### src/dpal_defines.svh
/*
 * Constants for the dual process alarm logic.
 * Assumes one free-running ref_clk at 125 MHz and an async active-low reset.
 */
`ifndef DPAL_DEFINES_SVH
`define DPAL_DEFINES_SVH
`define DPAL_CLK_HZ        125000000
`define DPAL_SEC_CYCLES    (`DPAL_CLK_HZ)
`define DPAL_MAX_SECONDS   12'hE10
`define DPAL_BLINK_CYCLES  (`DPAL_CLK_HZ / 4)
`define DPAL_ALT_CYCLES    (`DPAL_CLK_HZ)
`define DPAL_VAL_W         20
`define DPAL_SEC_W         12
`endif

### src/dpal_pkg.sv
/*
 * Types shared by the dual process alarm logic.
 * Assumes dpal_defines.svh is on the include path.
 */
`include "dpal_defines.svh"
package dpal_pkg;
   typedef logic signed [`DPAL_VAL_W-1:0] dpal_value_t;
   typedef logic [`DPAL_SEC_W-1:0]        dpal_secs_t;
   // channel states, one-hot
   typedef enum logic [3:0] {
      DPAL_IDLE    = 4'h1,
      DPAL_DELAY   = 4'h2,
      DPAL_ACTIVE  = 4'h4,
      DPAL_SILENCE = 4'h8
   } dpal_state_t;
   // what the display shows
   typedef enum logic [1:0] {
      DPAL_SHOW_VALUE = 2'h0,
      DPAL_SHOW_REF1  = 2'h1,
      DPAL_SHOW_REF2  = 2'h2
   } dpal_show_t;
endpackage

### src/dpal_channel.sv
/*
 * One alarm channel: trip detection with hysteresis, delay, silence.
 * Assumes a one-cycle second tick and a blink level from the top.
 */
`timescale 1ns/100ps
`include "dpal_defines.svh"
module dpal_channel
   import dpal_pkg::*;
(
   input  wire logic                 ref_clk,
   input  wire logic                 rst_n,
   input  wire logic                 secTick,
   input  wire logic                 blink,
   input  wire logic                 acceptPulse,
   input  wire dpal_pkg::dpal_value_t displayValue,
   input  wire logic                 channelEnableSetting,
   input  wire logic                 highLowSelect,
   input  wire logic                 closedWhenNormal,
   input  wire dpal_pkg::dpal_value_t setpoint,
   input  wire dpal_pkg::dpal_value_t hysteresisValue,
   input  wire dpal_pkg::dpal_secs_t  activationDelay,
   input  wire dpal_pkg::dpal_secs_t  silenceTime,
   output logic                      switchClosed,
   output logic                      annunciator,
   output logic                      outputActive,
   output logic                      alarmEvent
);
   dpal_state_t state;
   dpal_state_t next_state;
   dpal_secs_t  count;
   logic        tripped;
   logic        cleared;
   logic signed [`DPAL_VAL_W:0] lowLimit;
   logic signed [`DPAL_VAL_W:0] highLimit;

   // *************************************************************
   // comparison
   // *************************************************************
   // one extra bit keeps setpoint +/- hysteresis from wrapping
   assign lowLimit  = setpoint - hysteresisValue;
   assign highLimit = setpoint + hysteresisValue;
   assign tripped = highLowSelect ? (displayValue >= setpoint)
                                  : (displayValue <= setpoint);
   assign cleared = highLowSelect ? (displayValue < lowLimit)
                                  : (displayValue > highLimit);

   // *************************************************************
   // channel sequencing
   // *************************************************************
   always_comb
   begin
      next_state = state;
      unique case (state)
         DPAL_IDLE:
            if (tripped)
               next_state = (activationDelay == '0) ? DPAL_ACTIVE
                                                    : DPAL_DELAY;
         DPAL_DELAY:
            if (!tripped)
               next_state = DPAL_IDLE;
            else if (secTick && count == activationDelay - 1'b1)
               next_state = DPAL_ACTIVE;
         DPAL_ACTIVE:
            if (cleared)
               next_state = DPAL_IDLE;
            else if (acceptPulse && silenceTime != '0)
               next_state = DPAL_SILENCE;
         DPAL_SILENCE:
            if (cleared)
               next_state = DPAL_IDLE;
            else if (secTick && count == silenceTime - 1'b1)
               next_state = DPAL_ACTIVE;
         default:
            next_state = DPAL_IDLE;
      endcase
      if (!channelEnableSetting)
         next_state = DPAL_IDLE;
   end

   always_ff @(posedge ref_clk or negedge rst_n)
   begin
      if (!rst_n)
         state <= DPAL_IDLE;
      else
         state <= next_state;
   end

   // seconds counter restarts on every state change
   always_ff @(posedge ref_clk or negedge rst_n)
   begin
      if (!rst_n)
         count <= '0;
      else if (next_state != state)
         count <= '0;
      else if (secTick)
         count <= count + 1'b1;
   end

   // *************************************************************
   // outputs
   // *************************************************************
   always_ff @(posedge ref_clk or negedge rst_n)
   begin
      if (!rst_n)
      begin
         outputActive <= 1'b0;
         switchClosed <= 1'b0;
         annunciator  <= 1'b0;
         alarmEvent   <= 1'b0;
      end
      else
      begin
         outputActive <= (next_state == DPAL_ACTIVE);
         switchClosed <= closedWhenNormal ^ (next_state == DPAL_ACTIVE);
         annunciator  <= (next_state == DPAL_ACTIVE) ||
                         ((next_state == DPAL_DELAY ||
                           next_state == DPAL_SILENCE) && blink);
         alarmEvent   <= (next_state == DPAL_ACTIVE) &&
                         (state != DPAL_ACTIVE);
      end
   end
endmodule

### src/dpal_top.sv
/*
 * Dual process alarm logic with APB register access and one interrupt.
 * Assumes display value and accept button come from outside the clock
 * domain; the APB master runs on ref_clk.
 */
`timescale 1ns/100ps
`include "dpal_defines.svh"
module dpal_top
   import dpal_pkg::*;
(
   input  wire logic                 ref_clk,
   input  wire logic                 rst_n,
   input  wire logic                 psel,
   input  wire logic                 penable,
   input  wire logic                 pwrite,
   input  wire logic [11:0]          paddr,
   input  wire logic [31:0]          pwdata,
   output logic [31:0]               prdata,
   output logic                      pready,
   output logic                      pslverr,
   input  wire dpal_pkg::dpal_value_t displayValuePin,
   input  wire logic                 acceptButton,
   output logic [1:0]                switchClosed,
   output logic [1:0]                annunciator,
   output dpal_pkg::dpal_show_t      showSelect,
   output logic                      irq
);
   localparam logic [11:0] OFS_GLOBAL = 12'h000;
   localparam logic [11:0] OFS_STATUS = 12'h004;
   localparam logic [11:0] OFS_MASK   = 12'h008;
   localparam logic [11:0] OFS_LIVE   = 12'h00C;
   localparam logic [11:0] OFS_CH0    = 12'h010;
   localparam logic [11:0] OFS_CH1    = 12'h020;

   dpal_value_t valSync1;
   dpal_value_t displayValue;
   logic        accSync1;
   logic        accSync2;
   logic        accLast;
   logic        acceptPulse;
   logic [26:0] secCnt;
   logic [24:0] blinkCnt;
   logic [26:0] altCnt;
   logic        secTick;
   logic        blink;
   logic        altPhase;
   logic        flashOnAlarm;
   logic [1:0]  status;
   logic [1:0]  next_status;
   logic [1:0]  mask;
   logic [1:0]  outputActive;
   logic [1:0]  alarmEvent;
   logic        acc;
   logic        statusRead;
   logic [1:0]  chEnable;
   logic [1:0]  chHigh;
   logic [1:0]  chClosed;
   dpal_value_t setpoint    [2];
   dpal_value_t hysteresis  [2];
   dpal_secs_t  delaySecs   [2];
   dpal_secs_t  silenceSecs [2];

   // register group decode, shared by read and write paths
   function automatic logic [2:0] regIdx(input logic [11:0] a, input int ch);
      logic [11:0] base;
      base = (ch == 0) ? OFS_CH0 : OFS_CH1;
      if (a[11:4] == base[11:4])
         regIdx = {1'b1, a[3:2]};
      else
         regIdx = 3'h0;
   endfunction

   function automatic dpal_secs_t clampSecs(input logic [31:0] d);
      if (d[`DPAL_SEC_W-1:0] > `DPAL_MAX_SECONDS || d[31:`DPAL_SEC_W] != '0)
         clampSecs = `DPAL_MAX_SECONDS;
      else
         clampSecs = d[`DPAL_SEC_W-1:0];
   endfunction

   // *************************************************************
   // input synchronisers
   // *************************************************************
   // a multi-bit value may tear over one edge; the display source is slow
   always_ff @(posedge ref_clk or negedge rst_n)
   begin
      if (!rst_n)
      begin
         valSync1     <= '0;
         displayValue <= '0;
         accSync1     <= 1'b0;
         accSync2     <= 1'b0;
         accLast      <= 1'b0;
      end
      else
      begin
         valSync1     <= displayValuePin;
         displayValue <= valSync1;
         accSync1     <= acceptButton;
         accSync2     <= accSync1;
         accLast      <= accSync2;
      end
   end
   assign acceptPulse = accSync2 && !accLast;

   // *************************************************************
   // time base
   // *************************************************************
   always_ff @(posedge ref_clk or negedge rst_n)
   begin
      if (!rst_n)
         secCnt <= '0;
      else
         secCnt <= secTick ? '0 : secCnt + 1'b1;
   end
   assign secTick = (secCnt == 27'(`DPAL_SEC_CYCLES - 1));

   // free-running, so the first flash after a trip may be short
   always_ff @(posedge ref_clk or negedge rst_n)
   begin
      if (!rst_n)
      begin
         blinkCnt <= '0;
         blink    <= 1'b0;
      end
      else if (blinkCnt == 25'(`DPAL_BLINK_CYCLES - 1))
      begin
         blinkCnt <= '0;
         blink    <= !blink;
      end
      else
         blinkCnt <= blinkCnt + 1'b1;
   end

   always_ff @(posedge ref_clk or negedge rst_n)
   begin
      if (!rst_n)
      begin
         altCnt   <= '0;
         altPhase <= 1'b0;
      end
      else if (altCnt == 27'(`DPAL_ALT_CYCLES - 1))
      begin
         altCnt   <= '0;
         altPhase <= !altPhase;
      end
      else
         altCnt <= altCnt + 1'b1;
   end

   // *************************************************************
   // channels
   // *************************************************************
   // two channels
   genvar g;
   generate
      for (g = 0; g < 2; g++)
      begin : gen_ch
         dpal_channel u_ch (
            .ref_clk              (ref_clk),
            .rst_n                (rst_n),
            .secTick              (secTick),
            .blink                (blink),
            .acceptPulse          (acceptPulse),
            .displayValue         (displayValue),
            .channelEnableSetting (chEnable[g]),
            .highLowSelect        (chHigh[g]),
            .closedWhenNormal     (chClosed[g]),
            .setpoint             (setpoint[g]),
            .hysteresisValue      (hysteresis[g]),
            .activationDelay      (delaySecs[g]),
            .silenceTime          (silenceSecs[g]),
            .switchClosed         (switchClosed[g]),
            .annunciator          (annunciator[g]),
            .outputActive         (outputActive[g]),
            .alarmEvent           (alarmEvent[g])
         );
      end
   endgenerate

   // *************************************************************
   // display alternation
   // *************************************************************
   // alternate value and reference
   always_ff @(posedge ref_clk or negedge rst_n)
   begin
      if (!rst_n)
         showSelect <= DPAL_SHOW_VALUE;
      else if (!flashOnAlarm || outputActive == 2'h0 || !altPhase)
         showSelect <= DPAL_SHOW_VALUE;
      else if (outputActive == 2'h3)
         showSelect <= blink ? DPAL_SHOW_REF2 : DPAL_SHOW_REF1;
      else
         showSelect <= outputActive[1] ? DPAL_SHOW_REF2 : DPAL_SHOW_REF1;
   end

   // *************************************************************
   // APB register file
   // *************************************************************
   assign acc        = psel && penable;
   assign pready     = 1'b1;
   assign pslverr    = 1'b0;
   assign statusRead = acc && !pwrite && paddr == OFS_STATUS;

   always_ff @(posedge ref_clk or negedge rst_n)
   begin
      if (!rst_n)
         flashOnAlarm <= 1'b0;
      else if (acc && pwrite && paddr == OFS_GLOBAL)
         flashOnAlarm <= pwdata[0];
   end

   always_ff @(posedge ref_clk or negedge rst_n)
   begin
      if (!rst_n)
         mask <= 2'h0;
      else if (acc && pwrite && paddr == OFS_MASK)
         mask <= pwdata[1:0];
   end

   generate
      for (g = 0; g < 2; g++)
      begin : gen_regs
         always_ff @(posedge ref_clk or negedge rst_n)
         begin
            if (!rst_n)
            begin
               chEnable[g]    <= 1'b0;
               chHigh[g]      <= 1'b1;
               chClosed[g]    <= 1'b0;
               setpoint[g]    <= '0;
               hysteresis[g]  <= '0;
               delaySecs[g]   <= '0;
               silenceSecs[g] <= '0;
            end
            else if (acc && pwrite)
            begin
               unique case (regIdx(paddr, g))
                  3'h4:
                  begin
                     chEnable[g] <= pwdata[0];
                     chHigh[g]   <= pwdata[1];
                     chClosed[g] <= pwdata[2];
                  end
                  3'h5: setpoint[g]    <= pwdata[`DPAL_VAL_W-1:0];
                  3'h6: hysteresis[g]  <= pwdata[`DPAL_VAL_W-1:0];
                  3'h7:
                  begin
                     delaySecs[g]   <= clampSecs({16'h0, pwdata[15:0]});
                     silenceSecs[g] <= clampSecs({16'h0, pwdata[31:16]});
                  end
                  default: ;
               endcase
            end
         end
      end
   endgenerate

   // sticky status: a new event beats the clearing read
   assign next_status = (statusRead ? 2'h0 : status) | alarmEvent;

   always_ff @(posedge ref_clk or negedge rst_n)
   begin
      if (!rst_n)
         status <= 2'h0;
      else
         status <= next_status;
   end

   // irq is registered from next_status, so a read racing an event keeps it
   always_ff @(posedge ref_clk or negedge rst_n)
   begin
      if (!rst_n)
         irq <= 1'b0;
      else
         irq <= |(next_status & mask);
   end

   function automatic logic [31:0] chRead(input logic [1:0] r, input int c);
      unique case (r)
         2'h0: chRead = {29'h0, chClosed[c], chHigh[c], chEnable[c]};
         2'h1: chRead = 32'(setpoint[c]);
         2'h2: chRead = 32'(hysteresis[c]);
         default: chRead = {4'h0, silenceSecs[c], 4'h0, delaySecs[c]};
      endcase
   endfunction

   always_comb
   begin
      prdata = 32'h0;
      if (psel && !pwrite)
      begin
         if (paddr == OFS_GLOBAL)
            prdata = {31'h0, flashOnAlarm};
         else if (paddr == OFS_STATUS)
            prdata = {30'h0, status};
         else if (paddr == OFS_MASK)
            prdata = {30'h0, mask};
         else if (paddr == OFS_LIVE)
            prdata = {28'h0, annunciator, outputActive};
         else if (regIdx(paddr, 0) != 3'h0)
            prdata = chRead(paddr[3:2], 0);
         else if (regIdx(paddr, 1) != 3'h0)
            prdata = chRead(paddr[3:2], 1);
      end
   end
endmodule

### config.mk
export PLATFORM = sky130hd
export DESIGN_NAME = dpal_top
export DESIGN_NICKNAME = d
export VERILOG_FILES = /design/src/dpal_pkg.sv /design/src/dpal_channel.sv /design/src/dpal_top.sv
export VERILOG_INCLUDE_DIRS = /design/src
export SDC_FILE = /design/constraint.sdc
export NUM_CORES = 1
export LEC_CHECK = 0
export BUFFER_PORTS_ARGS = -buffer_cell sky130_fd_sc_hd__buf_4
export CAP_MARGIN = 0
export CORE_ASPECT_RATIO = 1.4
export CORE_MARGIN = 2
export CORE_UTILIZATION = 37
export CTS_CLUSTER_DIAMETER = 30
export DETAILED_ROUTE_END_ITERATION = 16
export PLACE_DENSITY = 0.52
export SYNTH_ARGS = -nofsm -noshare
export SYNTH_HDL_FRONTEND = slang
export SYNTH_SLANG_ARGS = --single-unit
### constraint.sdc
create_clock -name ref_clk -period 14.9 [get_ports ref_clk]
set_clock_uncertainty 0.15 [all_clocks]
set_input_delay 2.98 -clock ref_clk [delete_from_list [all_inputs] [get_ports ref_clk]]
set_output_delay 2.98 -clock ref_clk [all_outputs]
set_load 0.02 [all_outputs]
==> metrics.cfg <==
[global_route]
overflow = 0
antenna_found_initial = 0
grt_max_degree = 167
grt_pass1_vias = 19200
grt_usage = 0.232
grt_pass1_wl_um = 110000

[timing]
grt_setup_unrepaired = false
fin_ws_ps = 6100
fin_crit_ps = 8800
setup_viol = 0
max_freq_mhz = 114
worst_pin_slew_ps = 1100
fin_crit_sh = 0.591
hold_viol = 0
finalMaxSlewViolations = 0
finalSetupTns_ps = 0
slew_headroom = 0.263

[detailed_routing]
via_per_inst = 5.58
route.detailed.drc = 0
drt_wl_total_um = 71500
dr_total_vias = 18700
met3_length_um = 2810
wl_per_cell_um = 21.3
met1_length_um = 28100
highest_layer = met4
drt_iter0_markers = 1122
dr_wl_met2_um = 37300
ant_nets = 0
first_pass_iters = 7

[cts]
cts_hold_buf = 0
clk_pin_slew_worst_paths_ps = 40
cts_root_buf = clkbuf_16
postCtsSetupRepairBufs = 0
post_cts_resized = 0
clock_latency_ps = 630
cts_tree = done
clkSinkCount = 306
ctsHtreeMaxLevel = 3
cts_buffers = 71
cts_buffer_depth = 3

[worst_setup_path]
path_class = in2out
crit_family = simple AND/OR/NAND/NOR gates
cp.required_ps = 11770
crit_chain = buf_4, clkinv_1, nand2_1, o21ai_0, nand2_1, o21ai_0, and2_1, buf_4
crit_fanout = 26
crit_arrival_ps = 5670
cp-end-kind = output pin
critPathMaxStageDelay_ps = 970
cp_slowest_cell = nand2_1
critPathBufInv = 3
cp-start-kind = input port

[layout]
fin_util = 0.438
fin_nets = 2834
num-fill-cells = 5748
syn_to_final_growth_pct = 17.6
layout-drive-gt1-share = 0.139

[power]
powerDensity_nw_per_um2 = 98.7
p_leak_nw = 11.7
ir_worst_vdd_uv = 96.0

[place]
pre_cts_slack_ps = 6110
dpl.hpwl_um = 55400
gp_congestion = 0.943
io_buffers = 108

[die]
die_area_sq_um = 62000
die_y_um = 294
rows = 106
initial_core_util = 0.373
die_x_um = 211
io-pin-count = 111
core-area_sq_um = 59500

[yosys]
synth_edf_count = 0
async_flop_share = 1.00
synth.distinct_cells = 88
synth_cells = 2459
ys_seq_elements = 306
yosys_most_used_dff = dfrtp_1
synth_top_area_frac = 0.340
avgSynthCellArea_sq_um = 9.03
yosys_warnings = 0
ys_top_cells_by_area = dfrtp_1 34%, ha_1 12%, xnor2_1 5.4%, nand2_1 4.0%, mux2_2 3.7%
synth_top_area_cell = dfrtp_1
ys_seq_area_frac = 0.345
netlist_area_sq_um = 22200
syn-num-nets = 2748

[job]
drv_cap = 0

[status]
status = finished clean

[min_path]
hold_path.class = reg2reg

## logic make-up (layout without fill, tap and decap cells)
group,count (synthesis),after routing,synth area share
adder cells (fa/ha/maj),219,219,0.125
other,2,3,0.000338
AO/OA/AOI/OAI,511,511,0.145
buffers and inverters,265,402,0.0476
XOR/XNOR,227,227,0.0902
AND/OR/NAND/NOR,821,821,0.190
flip-flops,306,306,0.345
multiplexers,108,108,0.0567
## per-stage QoR
| stage | hold slack, ps | cell area, sq um | total power, mW | std cells |
|---|---|---|---|---|
| 3_3_place_gp | 184 | 23700 | 1.02 | 3228 |
| 2_1_floorplan | 181 | 22200 | 0.947 | 2459 |
| 4_1_cts | 194 | 26100 | 2.61 | 3352 |
| 5_1_grt | 198 | 26100 | 2.67 | 3352 |
| 6_report | 193 | 26100 | 2.58 | 3353 |
| 3_5_place_dp | 185 | 23700 | 1.03 | 3228 |
## power breakdown
group	total (mW)	leakage, nW	switching [mW]	internal (mW)
logic	0.160	6.48	0.0983	0.0614
registers	0.854	4.02	0.0126	0.842
clock network	1.56	1.17	0.538	1.03
total	2.58	11.7	0.649	1.93
## area by class of cell
| class | count | area, sq um | share of cell area |
|---|---|---|---|
| multi-input combinational | 1888 | 13500 | 0.517 |
| clock inverter | 34 | 495 | 0.0190 |
| tap | 756 | 946 | 0.0362 |
| inverter | 150 | 563 | 0.0216 |
| clock buffer | 90 | 1950 | 0.0746 |
| antenna | 1 | 2.50 | 0.0000958 |
| timing repair buffer | 128 | 981 | 0.0376 |
| sequential | 306 | 7660 | 0.293 |
## synthesized netlist by cell type, drive strengths merged (21+ instances only)
master and n:
xnor2 137, nor2b 35, a31oi 25, mux2 72
nand4 37, inv 149, ha 215, a22oi 27
and3 29, nor3 45, dfrtp 302, a21o 30
o22ai 26, nand3 76, clkbuf 94, nand2 234
buf 21, mux2i 29, o21ai 157, a21oi 106
nor2 172, nand2b 24, nor4 57, xor2 89
## per-layer routing
metal	vias to the layer above	global-route usage
met3	131	0.0306
met4	0	0.116
met2	409	0.426
met5	-	0
li1	8955	-
met1	9201	0.260
## cell usage in the layout (no fill, tap or decap), types with 76 or more instances in the layout
master   count
xor2_1      89
dfrtp_1    302
nand3_1     76
buf_4      126
xnor2_1    137
nand2_1    234
ha_1       215
a21oi_1    106
o21ai_0    153
nor2_1     172
inv_1      149
## path summary, 6_finish.rpt
path | startpoint | end | slack, ps | cells past startpoint
min in group asynchronous | rst_n | displayValue[0] | 2140 | 1
hold / removal | valSync1[19] | displayValue[19] | 190 | 0
setup / recovery | paddr[2] | prdata[30] | 6100 | 8
hold reg to reg | valSync1[19] | displayValue[19] | 190 | 0
setup reg to reg | setpoint[20] | gen_ch[0].u_ch.count[1] | 7500 | 22
max in group asynchronous | rst_n | silenceSecs[18] | 10990 | 2
## sequential cells by signal, indices dropped and copies added, names as in the netlist, 24 cells and up
signal,count
delaySecs,24
silenceSecs,24
gen_ch.u_ch.count,24
setpoint,40
secCnt,27
altCnt,27
hysteresis,40
blinkCnt,25
Power figures use the tool's default switching activity.
